--- config.mk ---
export PLATFORM = sky130hd
export DESIGN_NAME = pfs_top
export DESIGN_NICKNAME = d
export VERILOG_FILES = /design/src/inc/pfs_pkg.sv /design/src/hw/pfs_sync.sv /design/src/hw/pfs_top.sv
export SDC_FILE = /design/constraint.sdc
export NUM_CORES = 1
export LEC_CHECK = 0
export BUFFER_PORTS_ARGS = -buffer_cell sky130_fd_sc_hd__buf_2
export CORE_AREA = 2 2 58 60
export DETAILED_ROUTE_END_ITERATION = 8
export DIE_AREA = 0 0 60 62
export PLACE_DENSITY = 0.76
export SYNTH_ARGS = -nofsm -noshare
export SYNTH_HDL_FRONTEND = slang
export SYNTH_SLANG_ARGS = --single-unit
--- constraint.sdc ---
create_clock -name mclk_in -period 3.25 [get_ports mclk_in]
set_clock_uncertainty 0.05 [all_clocks]
set_input_delay 0.325 -clock mclk_in [delete_from_list [all_inputs] [get_ports mclk_in]]
set_output_delay 0.325 -clock mclk_in [all_outputs]
set_load 0.02 [all_outputs]
--- src/inc/pfs_pkg.sv ---
// Shared constants for the port-A pin function selector
package pfs_pkg;
  localparam int          FIELD_W      = 3;
  localparam int          PIN_COUNT    = 3;
  localparam int          REG_W        = 11;
  // Field positions inside the control word
  localparam int          PIN12_LSB    = 0;
  localparam int          PIN13_LSB    = 4;
  localparam int          PIN14_LSB    = 8;
  localparam int          RSVD_BIT_A   = 3;
  localparam int          RSVD_BIT_B   = 7;
  // Function codes
  localparam logic [2:0]  FUNC_GPIO    = 3'h0;
  localparam logic [2:0]  FUNC_ADDR    = 3'h4;
  localparam logic [2:0]  FUNC_SYNC    = 3'h5;
  localparam logic [2:0]  FUNC_ASYNC   = 3'h6;
  // Reset values of the two lower field bits
  localparam logic [1:0]  FIELD_LOW_RST = 2'h0;
  // Mask of writable bits, reserved bits excluded
  localparam logic [10:0] WR_MASK      = 11'h777;
  localparam int          SYNC_STAGES  = 2;

  typedef enum logic [3:0]
  {
    SEL_GPIO  = 4'h1,
    SEL_ADDR  = 4'h2,
    SEL_SYNC  = 4'h4,
    SEL_ASYNC = 4'h8
  } pfs_sel_e;
endpackage

--- src/hw/pfs_sync.sv ---
// Two-flop synchroniser for pin inputs
`timescale 1ns/1ps
module pfs_sync #(
  parameter int WIDTH = 3
) (
  input  wire logic             mclk_in,    // Clock
  input  wire logic             sys_rst_in, // Sync reset, high
  input  wire logic             ce_in,      // Clock enable
  input  wire logic [WIDTH-1:0] async_in,   // Raw pin levels
  output logic      [WIDTH-1:0] sync_out    // Synchronised levels
);
  logic [WIDTH-1:0] meta_r;
  logic [WIDTH-1:0] sync_r;

  // Refused at elaboration: an empty bus has nothing to carry
  if (WIDTH < 1)
  begin : g_bad_width
    $error("pfs_sync: WIDTH must be positive");
  end

  // First stage feeds only the second stage
  always_ff @(posedge mclk_in)
  begin
    if (sys_rst_in)
    begin
      meta_r <= '0;
      sync_r <= '0;
    end
    else if (ce_in)
    begin
      meta_r <= async_in;
      sync_r <= meta_r;
    end
  end

  assign sync_out = sync_r;
endmodule

--- src/hw/pfs_top.sv ---
// Port-A pins 12..14 function select and routing
`timescale 1ns/1ps
module pfs_top (
  input  wire logic        mclk_in,                // 20 MHz clock
  input  wire logic        sys_rst_in,             // Sync reset, high
  input  wire logic        ce_in,                  // Clock enable
  input  wire logic        boot_ext_rom_off_in,    // Boot mode strap
  input  wire logic        ctrl_wr_in,             // Control write strobe
  input  wire logic [10:0] ctrl_wdata_in,          // Control write data
  output logic      [10:0] ctrl_rdata_out,         // Control readback
  output logic             sel_fault_out,          // Prohibited code held
  // Pin side: oe_n low drives the pin
  input  wire logic [2:0]  pin_in,                 // Pins 14..12 level
  output logic      [2:0]  pin_out,                // Pins 14..12 drive
  output logic      [2:0]  pin_oe_n_out,           // Pins 14..12 enable_n
  // General I/O port
  input  wire logic [2:0]  gpio_out_in,            // Port output data
  input  wire logic [2:0]  gpio_oe_in,             // Port output enable
  output logic      [2:0]  gpio_in_out,            // Port input data
  // Bus state controller
  input  wire logic [2:0]  ext_addr_bits_in,       // Address bits 10..8
  // Sync serial unit: data, clock, chip select
  input  wire logic [2:0]  sync_ser_out_in,        // Unit output data
  input  wire logic [2:0]  sync_ser_oe_in,         // Unit output enable
  output logic      [2:0]  sync_ser_in_out,        // Unit input data
  // Async serial: rx1, clk1, clk0
  input  wire logic [2:0]  async_ser_out_in,       // Unit output data
  input  wire logic [2:0]  async_ser_oe_in,        // Unit output enable
  output logic      [2:0]  async_ser_in_out        // Unit input data
);
  localparam int FW = pfs_pkg::FIELD_W;
  localparam int NP = pfs_pkg::PIN_COUNT;

  // Port widths and the field map assume three 3-bit fields
  if (FW != 3 || NP != 3 || pfs_pkg::REG_W != 11)
  begin : g_bad_layout
    $error("pfs_top: layout must be three 3-bit fields in 11 bits");
  end

  logic [10:0]   ctrl_r;
  logic [10:0]   ctrl_nxt;
  logic          strap_taken_r;
  logic [NP-1:0] pin_sync;
  logic [NP-1:0] pin_bad;
  logic [NP-1:0] pin_out_nxt;
  logic [NP-1:0] pin_oe_n_nxt;
  logic [NP-1:0] pin_out_r;
  logic [NP-1:0] pin_oe_n_r;
  logic [NP-1:0] gpio_in_r;
  logic [NP-1:0] sync_ser_in_r;
  logic [NP-1:0] async_ser_in_r;
  logic [NP-1:0] gpio_in_nxt;
  logic [NP-1:0] sync_ser_in_nxt;
  logic [NP-1:0] async_ser_in_nxt;

  // Field offset of pin index i (0 = pin 12)
  function automatic int field_lsb(input int i);
    case (i)
      0:       field_lsb = pfs_pkg::PIN12_LSB;
      1:       field_lsb = pfs_pkg::PIN13_LSB;
      default: field_lsb = pfs_pkg::PIN14_LSB;
    endcase
  endfunction

  // Decode a field into a one-hot selection; 0 means prohibited
  function automatic logic [3:0] decode_sel(input logic [2:0] code);
    case (code)
      pfs_pkg::FUNC_GPIO:  decode_sel = pfs_pkg::SEL_GPIO;
      pfs_pkg::FUNC_ADDR:  decode_sel = pfs_pkg::SEL_ADDR;
      pfs_pkg::FUNC_SYNC:  decode_sel = pfs_pkg::SEL_SYNC;
      pfs_pkg::FUNC_ASYNC: decode_sel = pfs_pkg::SEL_ASYNC;
      default:             decode_sel = 4'h0;
    endcase
  endfunction

  // Word loaded once after reset: field MSBs follow the boot strap
  function automatic logic [10:0] strap_word(input logic ext_boot);
    logic [10:0] w;
    w = '0;
    for (int i = 0; i < pfs_pkg::PIN_COUNT; i++)
    begin
      w[field_lsb(i) +: 2] = pfs_pkg::FIELD_LOW_RST;
      w[field_lsb(i) + pfs_pkg::FIELD_W - 1] = ext_boot;
    end
    return w;
  endfunction

  pfs_sync #(
    .WIDTH (NP)
  ) u_pin_sync (
    .mclk_in    (mclk_in),
    .sys_rst_in (sys_rst_in),
    .ce_in      (ce_in),
    .async_in   (pin_in),
    .sync_out   (pin_sync)
  );

  // Reserved bits forced low on every write
  assign ctrl_nxt = ctrl_wdata_in & pfs_pkg::WR_MASK;

  // Strap is a same-domain level; caught on the first enabled edge after reset
  always_ff @(posedge mclk_in)
  begin
    if (sys_rst_in)
      strap_taken_r <= 1'b0;
    else if (ce_in)
      strap_taken_r <= 1'b1;
  end

  // A write on the strap edge is dropped so the boot value lands first
  always_ff @(posedge mclk_in)
  begin
    if (sys_rst_in)
      ctrl_r <= '0;
    else if (ce_in)
    begin
      if (!strap_taken_r)
        ctrl_r <= strap_word(boot_ext_rom_off_in);
      else if (ctrl_wr_in)
        ctrl_r <= ctrl_nxt;
    end
  end

  // Per-pin routing; index 0/1/2 = pins 12/13/14
  generate
    for (genvar g = 0; g < NP; g++)
    begin : g_pin
      logic [2:0] code;
      logic [3:0] sel;
      assign code = ctrl_r[field_lsb(g) +: FW];
      assign sel  = decode_sel(code);
      assign pin_bad[g] = (sel == 4'h0);

      always_comb
      begin
        pin_out_nxt[g]  = 1'b0;
        pin_oe_n_nxt[g] = 1'b1;
        gpio_in_nxt[g]  = 1'b0;
        sync_ser_in_nxt[g]  = 1'b0;
        async_ser_in_nxt[g] = 1'b0;
        case (sel)
          pfs_pkg::SEL_GPIO:
          begin
            pin_out_nxt[g]  = gpio_out_in[g];
            pin_oe_n_nxt[g] = ~gpio_oe_in[g];
            gpio_in_nxt[g]  = pin_sync[g];
          end
          pfs_pkg::SEL_ADDR:
          begin
            pin_out_nxt[g]  = ext_addr_bits_in[g];
            pin_oe_n_nxt[g] = 1'b0;
          end
          pfs_pkg::SEL_SYNC:
          begin
            pin_out_nxt[g]     = sync_ser_out_in[g];
            pin_oe_n_nxt[g]    = ~sync_ser_oe_in[g];
            sync_ser_in_nxt[g] = pin_sync[g];
          end
          pfs_pkg::SEL_ASYNC:
          begin
            // Receive pin 14 is input only
            pin_out_nxt[g]      = (g == 2) ? 1'b0 : async_ser_out_in[g];
            pin_oe_n_nxt[g]     = (g == 2) ? 1'b1 : ~async_ser_oe_in[g];
            async_ser_in_nxt[g] = pin_sync[g];
          end
          // Prohibited codes leave the pin floating, safest choice
          default:
          begin
            pin_oe_n_nxt[g] = 1'b1;
          end
        endcase
      end
    end
  endgenerate

  // Registered pin drive, one cycle behind the selection
  always_ff @(posedge mclk_in)
  begin
    if (sys_rst_in)
    begin
      pin_out_r  <= '0;
      pin_oe_n_r <= '1;
    end
    else if (ce_in)
    begin
      pin_out_r  <= pin_out_nxt;
      pin_oe_n_r <= pin_oe_n_nxt;
    end
  end

  // Registered unit inputs; pin to unit costs sync plus this stage
  always_ff @(posedge mclk_in)
  begin
    if (sys_rst_in)
    begin
      gpio_in_r      <= '0;
      sync_ser_in_r  <= '0;
      async_ser_in_r <= '0;
    end
    else if (ce_in)
    begin
      gpio_in_r      <= gpio_in_nxt;
      sync_ser_in_r  <= sync_ser_in_nxt;
      async_ser_in_r <= async_ser_in_nxt;
    end
  end

  // Address output in single-chip mode is software's duty, not checked
  assign ctrl_rdata_out   = ctrl_r;
  assign sel_fault_out    = |pin_bad;
  assign pin_out          = pin_out_r;
  assign pin_oe_n_out     = pin_oe_n_r;
  assign gpio_in_out      = gpio_in_r;
  assign sync_ser_in_out  = sync_ser_in_r;
  assign async_ser_in_out = async_ser_in_r;
endmodule

==> impl_results.html, run 1 <==
<table>
<tr><th>Metric</th><th>Value</th></tr>
<tr><th colspan="2">Critical path</th></tr>
<tr><td>Library cell contributing the largest single delay on the critical path</td><td>sky130_fd_sc_hd__dfxtp_1</td></tr>
<tr><td>Critical register-to-register path startpoint</td><td>strap_taken_r$_SDFFE_PP0P_</td></tr>
<tr><td>WP data arrival</td><td>1.64 ns</td></tr>
<tr><td>Startpoint types</td><td>flip-flop</td></tr>
<tr><td>Origin of the worst setup path</td><td>ctrl_rdata_out[2]$_SDFFE_PP0P_</td></tr>
<tr><td>Crit-path cells</td><td>nor2b_1 &gt; o221a_2 &gt; o221ai_1 &gt; buf_2</td></tr>
<tr><td>Nature of the critical path endpoint</td><td>output pin</td></tr>
<tr><td>Setup CP Type</td><td>reg2out</td></tr>
<tr><td>Critical path's largest stage delay</td><td>0.53 ns</td></tr>
<tr><td>Critical Path RT</td><td>2.87 ns</td></tr>
<tr><td>Critical Path Fanout Max</td><td>11</td></tr>
<tr><th colspan="2">Route</th></tr>
<tr><td>Per-cell via count in the routed design</td><td>5.22</td></tr>
<tr><td>First DRT Iteration DRCs</td><td>64</td></tr>
<tr><td>DR vias</td><td>1383</td></tr>
<tr><td>DRC viols</td><td>0</td></tr>
<tr><td>Router iterations before antenna repair</td><td>4</td></tr>
<tr><td>Routed WL</td><td>3.31 mm</td></tr>
<tr><td>Antenna-violating nets left</td><td>0</td></tr>
<tr><td>Wire length per cell</td><td>12.5 um</td></tr>
<tr><th colspan="2">Synthesis</th></tr>
<tr><td>Part of the Yosys area used for sequential elements</td><td>0.431</td></tr>
<tr><td>Post-Syn Area</td><td>1440 um2</td></tr>
<tr><td>Largest area contributor in the synthesized netlist</td><td>sky130_fd_sc_hd__dfxtp_1</td></tr>
<tr><td>Seq cells post-synth</td><td>31</td></tr>
<tr><td>Share of Yosys cell area claimed by the top area cell type</td><td>0.431</td></tr>
<tr><td>Most instantiated cells after synthesis</td><td>31 x sky130_fd_sc_hd__dfxtp_1, 18 x sky130_fd_sc_hd__nor2_1, 17 x sky130_fd_sc_hd__a21oi_1, 10 x sky130_fd_sc_hd__mux2i_1, 10 x sky130_fd_sc_hd__nand4_1</td></tr>
<tr><td>Dominant register cell in the synthesized netlist</td><td>sky130_fd_sc_hd__dfxtp_1</td></tr>
<tr><td>Cell with the most instances after synthesis</td><td>sky130_fd_sc_hd__dfxtp_1</td></tr>
<tr><td>Synth Warn #</td><td>0</td></tr>
<tr><td>Per-instance average area after synthesis</td><td>8.83 um2</td></tr>
<tr><td>Number of flops mapped to enable cells by yosys</td><td>0</td></tr>
<tr><td>Netlist cell types</td><td>36</td></tr>
<tr><td>Async set or reset register ratio after synthesis</td><td>0</td></tr>
<tr><td>Mapped Cells</td><td>163</td></tr>
<tr><td>Largest cells by area after synthesis</td><td>sky130_fd_sc_hd__dfxtp_1 43%, sky130_fd_sc_hd__mux2i_1 7.0%, sky130_fd_sc_hd__a21oi_1 5.9%, sky130_fd_sc_hd__nor2_1 4.7%, sky130_fd_sc_hd__nand4_1 4.3%</td></tr>
<tr><th colspan="2">Floorplan</th></tr>
<tr><td>Count of boundary I/O pins</td><td>67</td></tr>
<tr><td>Initial core utilization</td><td>0.453</td></tr>
<tr><td>Die outline area</td><td>3720 um2</td></tr>
<tr><td>Vert. Die Dim</td><td>62 um</td></tr>
<tr><td>Floorplan Core Area</td><td>3180 um2</td></tr>
<tr><td>Die boundary width</td><td>60 um</td></tr>
<tr><td>Number of rows created at floorplan</td><td>21</td></tr>
<tr><th colspan="2">Clock tree</th></tr>
<tr><td>Number of resized instances in the post-cts repair step</td><td>0</td></tr>
<tr><td>H-Tree Level Count</td><td>2</td></tr>
<tr><td>Hold bufs inserted after CTS</td><td>0</td></tr>
<tr><td>CTS tree</td><td>done</td></tr>
<tr><td>Clock latency on the worst-skew pair</td><td>0.33 ns</td></tr>
<tr><td>Num CTS Buffers</td><td>5</td></tr>
<tr><td>Max Buffers Root-to-Sink</td><td>2</td></tr>
<tr><td>Cell at the root of the clock tree</td><td>sky130_fd_sc_hd__clkbuf_4</td></tr>
<tr><td>Post-CTS Setup Bufs</td><td>0</td></tr>
<tr><td>Post-CTS clock slew at the launch and capture registers of the worst setup and hold paths</td><td>0.09 ns</td></tr>
<tr><td>Sink count of the clock tree</td><td>31</td></tr>
<tr><th colspan="2">Placement</th></tr>
<tr><td>Setup slack after placement</td><td>1.27 ns</td></tr>
<tr><td>Instance count after placement with tap cells included</td><td>257</td></tr>
<tr><td>Total half-perimeter wirelength after legalization and detailed placement</td><td>2.28 mm</td></tr>
<tr><td>Port Buffers</td><td>60</td></tr>
<tr><td>Global placement routability congestion</td><td>0.725</td></tr>
<tr><td>Placed cell area</td><td>1730 um2</td></tr>
<tr><th colspan="2">Global routing</th></tr>
<tr><td>Vias in the first global route</td><td>1232</td></tr>
<tr><td>Global router's overall resource usage</td><td>0.192</td></tr>
<tr><td>Number of antenna violations at the first check in global routing</td><td>0</td></tr>
<tr><td>Total gr overflow</td><td>0</td></tr>
<tr><td>Maximum number of pins on one net before global-route repair</td><td>34</td></tr>
<tr><td>Global-route wire length before repair</td><td>5.31 mm</td></tr>
<tr><th colspan="2">Cells and area</th></tr>
<tr><td>Share of post-route cells with drive strength above 1</td><td>0.311</td></tr>
<tr><td>Inserted Diodes</td><td>0</td></tr>
<tr><td>Fillers</td><td>313</td></tr>
<tr><td>Total Nets Final</td><td>258</td></tr>
<tr><td>Total area of multi-input combinational cells</td><td>733 um2</td></tr>
<tr><td>Synth-to-layout area growth</td><td>24.8%</td></tr>
<tr><td>Summed area of non-filler cells in the final layout</td><td>1800 um2</td></tr>
<tr><td>Post-Layout Cell Count</td><td>265</td></tr>
<tr><td>Combined flip-flop and latch cell area</td><td>621 um2</td></tr>
<tr><th colspan="2">Timing</th></tr>
<tr><td>Summed negative setup slack over all endpoints</td><td>0 ns</td></tr>
<tr><td>Maximum clock frequency</td><td>496 MHz</td></tr>
<tr><td>Unrepaired setup endpoints after global routing</td><td>false</td></tr>
<tr><td>Rel. slew slack</td><td>0.590</td></tr>
<tr><td>Number of failing hold endpoints at the final stage</td><td>0</td></tr>
<tr><td>Ratio of final minimum period to clock period</td><td>0.621</td></tr>
<tr><td>Fin crit period</td><td>2.02 ns</td></tr>
<tr><td>Final count of pins violating max slew</td><td>0</td></tr>
<tr><td>Slew @ Worst Pin</td><td>0.616 ns</td></tr>
<tr><td>Final setup violation count</td><td>0</td></tr>
<tr><td>Final setup margin</td><td>1.23 ns</td></tr>
<tr><th colspan="2">Outcome</th></tr>
<tr><td>Status</td><td>finished clean</td></tr>
<tr><th colspan="2">Power</th></tr>
<tr><td>Leakage dissipation</td><td>0.800 nW</td></tr>
<tr><td>Total power draw</td><td>0.784 mW</td></tr>
<tr><td>Maximum VDD drop</td><td>0.303 mV</td></tr>
<tr><td>Power Dens Cells</td><td>436 nW/um2</td></tr>
<tr><th colspan="2">Worst hold path</th></tr>
<tr><td>Hold wc startpoint</td><td>pin_in[2]</td></tr>
<tr><td>Worst min-delay path class</td><td>in2reg</td></tr>
<tr><th colspan="2">Flow run</th></tr>
<tr><td>Max cap viols</td><td>0</td></tr>
</table>
[metrics by stage]
stage / util / hold slack, ns
after floorplan: - / 0.410
after global placement: 0.543 / 0.401
after detailed placement: 0.543 / 0.402
after CTS: 0.565 / 0.172
after global routing: 0.565 / 0.183
final: 0.565 / 0.174
[critical path: cells and delay by family (launching register included)]
| kind | cells | cell delay, ns |
|---|---|---|
| buffers and inverters | 1 | 0.18 |
| and+or+nand+nor | 1 | 0.27 |
| DFF | 1 | 0.53 |
| AOI/OAI and AO/OA | 2 | 0.33 |
[routing by layer]
| metal | up-vias | GRT usage | share of wire |
|---|---|---|---|
| li1 | 704 | - | - |
| met1 | 629 | 0.228 | 0.45 |
| met2 | 44 | 0.328 | 0.48 |
| met3 | 6 | 0.0580 | 0.060 |
| met4 | 0 | 0.0730 | 0.016 |
| met5 | - | 0 | 0 |
[cell type report]
cell class,instances,area share
timing repair buffer,60,0.167
multi-input combinational,116,0.408
clock buffer,8,0.0383
tap,46,0.0321
inverter,4,0.00836
sequential,31,0.346
[sequential cells by signal, indices dropped and copies added (netlist names)]
register and count:
async_ser_in_out 3, ctrl_rdata_out 9, gpio_in_out 3, pin_oe_n_out 3, pin_out 3, strap_taken_r 1
sync_ser_in_out 3, u_pin_sync.meta_r 3, u_pin_sync.sync_out 3
[report_power, final]
group | switching (mW) | internal, mW
logic | 0.0637 | 0.0510
clock network | 0.127 | 0.127
registers | 0.0194 | 0.395
total | 0.210 | 0.573
[cell usage in the layout (no fill, tap or decap), types with 3 or more instances in the layout]
master | synthesis | final
sky130_fd_sc_hd__inv_1 | 4 | 4
sky130_fd_sc_hd__and4b_1 | 3 | 3
sky130_fd_sc_hd__a211oi_1 | 4 | 4
sky130_fd_sc_hd__o21ai_0 | 7 | 7
sky130_fd_sc_hd__nor2b_1 | 7 | 7
sky130_fd_sc_hd__nand2_1 | 7 | 7
sky130_fd_sc_hd__nand2b_1 | 3 | 3
sky130_fd_sc_hd__a22oi_1 | 3 | 3
sky130_fd_sc_hd__mux2i_1 | 10 | 10
sky130_fd_sc_hd__clkbuf_4 | 0 | 5
sky130_fd_sc_hd__nor2_1 | 18 | 18
sky130_fd_sc_hd__a21oi_1 | 17 | 17
sky130_fd_sc_hd__buf_2 | 5 | 60
sky130_fd_sc_hd__nand4_1 | 10 | 10
sky130_fd_sc_hd__dfxtp_1 | 31 | 31
[worst paths after layout]
check / to / slack [ns] / cells past startpoint
min reg2reg: gpio_in_out[2]$_SDFFE_PP0P_ / 0.42 / 2
max: sel_fault_out / 1.23 / 4
max reg2reg: ctrl_rdata_out[2]$_SDFFE_PP0P_ / 1.71 / 3
min: u_pin_sync.meta_r[2]$_SDFFE_PP0P_ / 0.17 / 3
[logic make-up after synthesis]
| group | after synthesis | synth area share |
|---|---|---|
| flip-flops | 31 | 0.431 |
| AND/OR/NAND/NOR | 56 | 0.210 |
| multiplexers | 12 | 0.0852 |
| AO/OA/AOI/OAI | 46 | 0.210 |
| other | 1 | 0.00261 |
| buffers and inverters | 17 | 0.0617 |
Note: power is estimated with default switching activity, not from simulation.
==> inputs of run 2 (changes only) <==
--- a/config.mk
+++ b/config.mk
@@ -6,10 +6,10 @@
 export NUM_CORES = 1
 export LEC_CHECK = 0
 export BUFFER_PORTS_ARGS = -buffer_cell sky130_fd_sc_hd__buf_2
-export CORE_AREA = 2 2 58 60
+export CORE_AREA = 2 2 59 61
 export DETAILED_ROUTE_END_ITERATION = 8
-export DIE_AREA = 0 0 60 62
-export PLACE_DENSITY = 0.76
+export DIE_AREA = 0 0 61 63
+export PLACE_DENSITY = 0.74
 export SYNTH_ARGS = -nofsm -noshare
 export SYNTH_HDL_FRONTEND = slang
 export SYNTH_SLANG_ARGS = --single-unit
==> constraint.sdc (replaced) <==
create_clock -name mclk_in -period 2.06 [get_ports mclk_in]
set_clock_uncertainty 0.05 [all_clocks]
set_input_delay 0.206 -clock mclk_in [delete_from_list [all_inputs] [get_ports mclk_in]]
set_output_delay 0.206 -clock mclk_in [all_outputs]
set_load 0.02 [all_outputs]
==> impl_results.html, run 2 (synthesis gave the netlist of run 1 again) <==
<table>
<tr><th>Metric</th><th>Value</th></tr>
<tr><th colspan="2">Power</th></tr>
<tr><td>Clk network pwr share</td><td>0.321</td></tr>
<tr><td>Maximum VDD drop</td><td>0.388 mV</td></tr>
<tr><td>Design internal power</td><td>0.908 mW</td></tr>
<tr><td>Reported net switching power</td><td>0.329 mW</td></tr>
<tr><td>Register share of total power</td><td>0.525</td></tr>
<tr><td>Leakage dissipation</td><td>0.810 nW</td></tr>
<tr><td>Power Dens Cells</td><td>683 nW/um2</td></tr>
<tr><td>Total power draw</td><td>1.24 mW</td></tr>
<tr><td>Share of power burned in combinational logic</td><td>0.154</td></tr>
<tr><td>Net switching fraction of the power</td><td>0.266</td></tr>
<tr><th colspan="2">Clock tree</th></tr>
<tr><td>Hold bufs inserted after CTS</td><td>0</td></tr>
<tr><td>Clock latency on the worst-skew pair</td><td>0.33 ns</td></tr>
<tr><td>Num CTS Buffers</td><td>5</td></tr>
<tr><td>Post-CTS clock slew at the launch and capture registers of the worst setup and hold paths</td><td>0.09 ns</td></tr>
<tr><td>Post-CTS Setup Bufs</td><td>0</td></tr>
<tr><td>Max Buffers Root-to-Sink</td><td>2</td></tr>
<tr><td>H-Tree Level Count</td><td>2</td></tr>
<tr><td>Cell at the root of the clock tree</td><td>sky130_fd_sc_hd__clkbuf_4</td></tr>
<tr><td>CTS tree</td><td>done</td></tr>
<tr><td>Sink count of the clock tree</td><td>31</td></tr>
<tr><th colspan="2">Cells and area</th></tr>
<tr><td>Summed area of non-filler cells in the final layout</td><td>1810 um2</td></tr>
<tr><td>Total Nets Final</td><td>260</td></tr>
<tr><td>Synth-to-layout area growth</td><td>25.9%</td></tr>
<tr><td>Inserted Diodes</td><td>0</td></tr>
<tr><td>Leading cell type in the layout, fill and taps excluded</td><td>sky130_fd_sc_hd__buf_2</td></tr>
<tr><td>Highest-count cells in the layout ignoring fill and taps</td><td>60 x sky130_fd_sc_hd__buf_2, 30 x sky130_fd_sc_hd__dfxtp_1, 18 x sky130_fd_sc_hd__nor2_1</td></tr>
<tr><td>Share of post-route cells with drive strength above 1</td><td>0.321</td></tr>
<tr><td>Flip-flop count of the largest register, all copies and words added</td><td>9</td></tr>
<tr><th colspan="2">Worst hold path</th></tr>
<tr><td>Worst min-delay path class</td><td>in2reg</td></tr>
<tr><th colspan="2">Placement</th></tr>
<tr><td>Total half-perimeter wirelength after legalization and detailed placement</td><td>2.45 mm</td></tr>
<tr><td>Placed cell area</td><td>1740 um2</td></tr>
<tr><td>Setup slack after placement</td><td>0.509 ns</td></tr>
<tr><td>Port Buffers</td><td>60</td></tr>
<tr><td>Global placement routability congestion</td><td>0.734</td></tr>
<tr><th colspan="2">Critical path</th></tr>
<tr><td>Startpoint types</td><td>flip-flop</td></tr>
<tr><td>WP data arrival</td><td>1.54 ns</td></tr>
<tr><td>Critical Path RT</td><td>1.80 ns</td></tr>
<tr><td>Library cell contributing the largest single delay on the critical path</td><td>sky130_fd_sc_hd__dfxtp_2</td></tr>
<tr><td>Nature of the critical path endpoint</td><td>output pin</td></tr>
<tr><td>Critical Path Fanout Max</td><td>11</td></tr>
<tr><td>Crit-path cells</td><td>nor2b_1 &gt; o221a_2 &gt; o221ai_1 &gt; buf_2</td></tr>
<tr><td>Buf+Inv Stages, Crit Path</td><td>1</td></tr>
<tr><td>Largest delay contributor family on the critical path</td><td>flip-flops</td></tr>
<tr><td>Critical path's largest stage delay</td><td>0.43 ns</td></tr>
<tr><td>Setup CP Type</td><td>reg2out</td></tr>
<tr><th colspan="2">Floorplan</th></tr>
<tr><td>Count of boundary I/O pins</td><td>67</td></tr>
<tr><td>Vert. Die Dim</td><td>63 um</td></tr>
<tr><td>Initial core utilization</td><td>0.445</td></tr>
<tr><td>Floorplan Core Area</td><td>3230 um2</td></tr>
<tr><td>Number of rows created at floorplan</td><td>21</td></tr>
<tr><td>Die outline area</td><td>3840 um2</td></tr>
<tr><td>Die boundary width</td><td>61 um</td></tr>
<tr><th colspan="2">Timing</th></tr>
<tr><td>Final setup violation count</td><td>0</td></tr>
<tr><td>Maximum clock frequency</td><td>557 MHz</td></tr>
<tr><td>Rel. slew slack</td><td>0.596</td></tr>
<tr><td>Hold Worst Slack</td><td>0.0572 ns</td></tr>
<tr><td>Summed negative setup slack over all endpoints</td><td>0 ns</td></tr>
<tr><td>Fin crit period</td><td>1.79 ns</td></tr>
<tr><td>Number of failing hold endpoints at the final stage</td><td>0</td></tr>
<tr><td>Ratio of final minimum period to clock period</td><td>0.871</td></tr>
<tr><td>Slew @ Worst Pin</td><td>0.605 ns</td></tr>
<tr><td>Final count of pins violating max slew</td><td>0</td></tr>
<tr><td>Unrepaired setup endpoints after global routing</td><td>false</td></tr>
<tr><td>Final setup margin</td><td>0.265 ns</td></tr>
<tr><th colspan="2">Global routing</th></tr>
<tr><td>Number of antenna violations at the first check in global routing</td><td>0</td></tr>
<tr><td>Global router's overall resource usage</td><td>0.197</td></tr>
<tr><td>Maximum number of pins on one net before global-route repair</td><td>33</td></tr>
<tr><td>Vias in the first global route</td><td>1317</td></tr>
<tr><td>Total gr overflow</td><td>0</td></tr>
<tr><td>Global-route wire length before repair</td><td>5.82 mm</td></tr>
<tr><th colspan="2">Route</th></tr>
<tr><td>Router iterations before antenna repair</td><td>4</td></tr>
<tr><td>First DRT Iteration DRCs</td><td>66</td></tr>
<tr><td>Per-cell via count in the routed design</td><td>5.28</td></tr>
<tr><td>Wire length per cell</td><td>12.8 um</td></tr>
<tr><td>Antenna-violating nets left</td><td>0</td></tr>
<tr><td>DR vias</td><td>1409</td></tr>
<tr><td>DRC viols</td><td>0</td></tr>
<tr><td>Routed WL</td><td>3.41 mm</td></tr>
<tr><th colspan="2">Flow run</th></tr>
<tr><td>Max cap viols</td><td>0</td></tr>
<tr><th colspan="2">Outcome</th></tr>
<tr><td>Status</td><td>finished clean</td></tr>
</table>
run 2: changes by cell type in the layout (fill, tap and decap cells not counted):
| cell | previous run | this run |
|---|---|---|
| sky130_fd_sc_hd__dfxtp_1 | 31 | 30 |
| sky130_fd_sc_hd__buf_4 | 0 | 2 |
| sky130_fd_sc_hd__dfxtp_2 | 0 | 1 |
run 2: through the flow:
stage	utilization	instances
floorplan	-	164
global placement	0.539	259
finish	0.561	267
detailed placement	0.539	259
CTS	0.560	267
global route	0.561	267
run 2: timing repair:
item | 4_1_cts | 5_1_grt
gates resized for setup | 0 | 1
endpoints found under the setup margin | 0 | 1
hold endpoints to repair | 0 | 0
run 2: worst paths after layout:
kind,from,end,slack (ns),cells past startpoint
max,ctrl_rdata_out[2]$_SDFFE_PP0P_,sel_fault_out,0.27,4
min,pin_in[2],u_pin_sync.meta_r[2]$_SDFFE_PP0P_,0.06,3
max reg2reg,ctrl_rdata_out[5]$_SDFFE_PP0P_,pin_out[1]$_SDFFE_PP0P_,0.84,3
min reg2reg,gpio_in_out[2]$_SDFFE_PP0P_,gpio_in_out[2]$_SDFFE_PP0P_,0.41,2
run 2: power groups by stage:
| stage | Combinational, mW | Sequential [mW] | Clock (mW) |
|---|---|---|---|
| finish | 0.190 | 0.649 | 0.397 |
| detailed placement | 0.191 | 0.663 | 0 |
| global placement | 0.189 | 0.663 | 0 |
| global route | 0.213 | 0.655 | 0.435 |
| CTS | 0.191 | 0.649 | 0.410 |
| floorplan | 0.109 | 0.677 | 0 |
run 2: worst reg2reg max path: stages, from the launching register on:
cell                       delay, ns
sky130_fd_sc_hd__dfxtp_1        0.45
sky130_fd_sc_hd__mux2_1         0.36
sky130_fd_sc_hd__a21oi_1        0.14
sky130_fd_sc_hd__a211oi_1       0.08
run 2: final cells by class:
type	instances	area [um2]
Multi-Input combinational cell	116	733
Sequential cell	31	622
Clock buffer	8	68.8
Inverter	4	15.0
Timing Repair Buffer	62	315
Tap cell	46	57.6
Fill cell	342	1420
run 2: layer usage:
layer  GRT usage  share of wire  wire length (um)
met1       0.255           0.45              1520
met2       0.301           0.47              1600
met3      0.0642          0.072               245
met4      0.0679          0.012                42
met5           0              0                 0
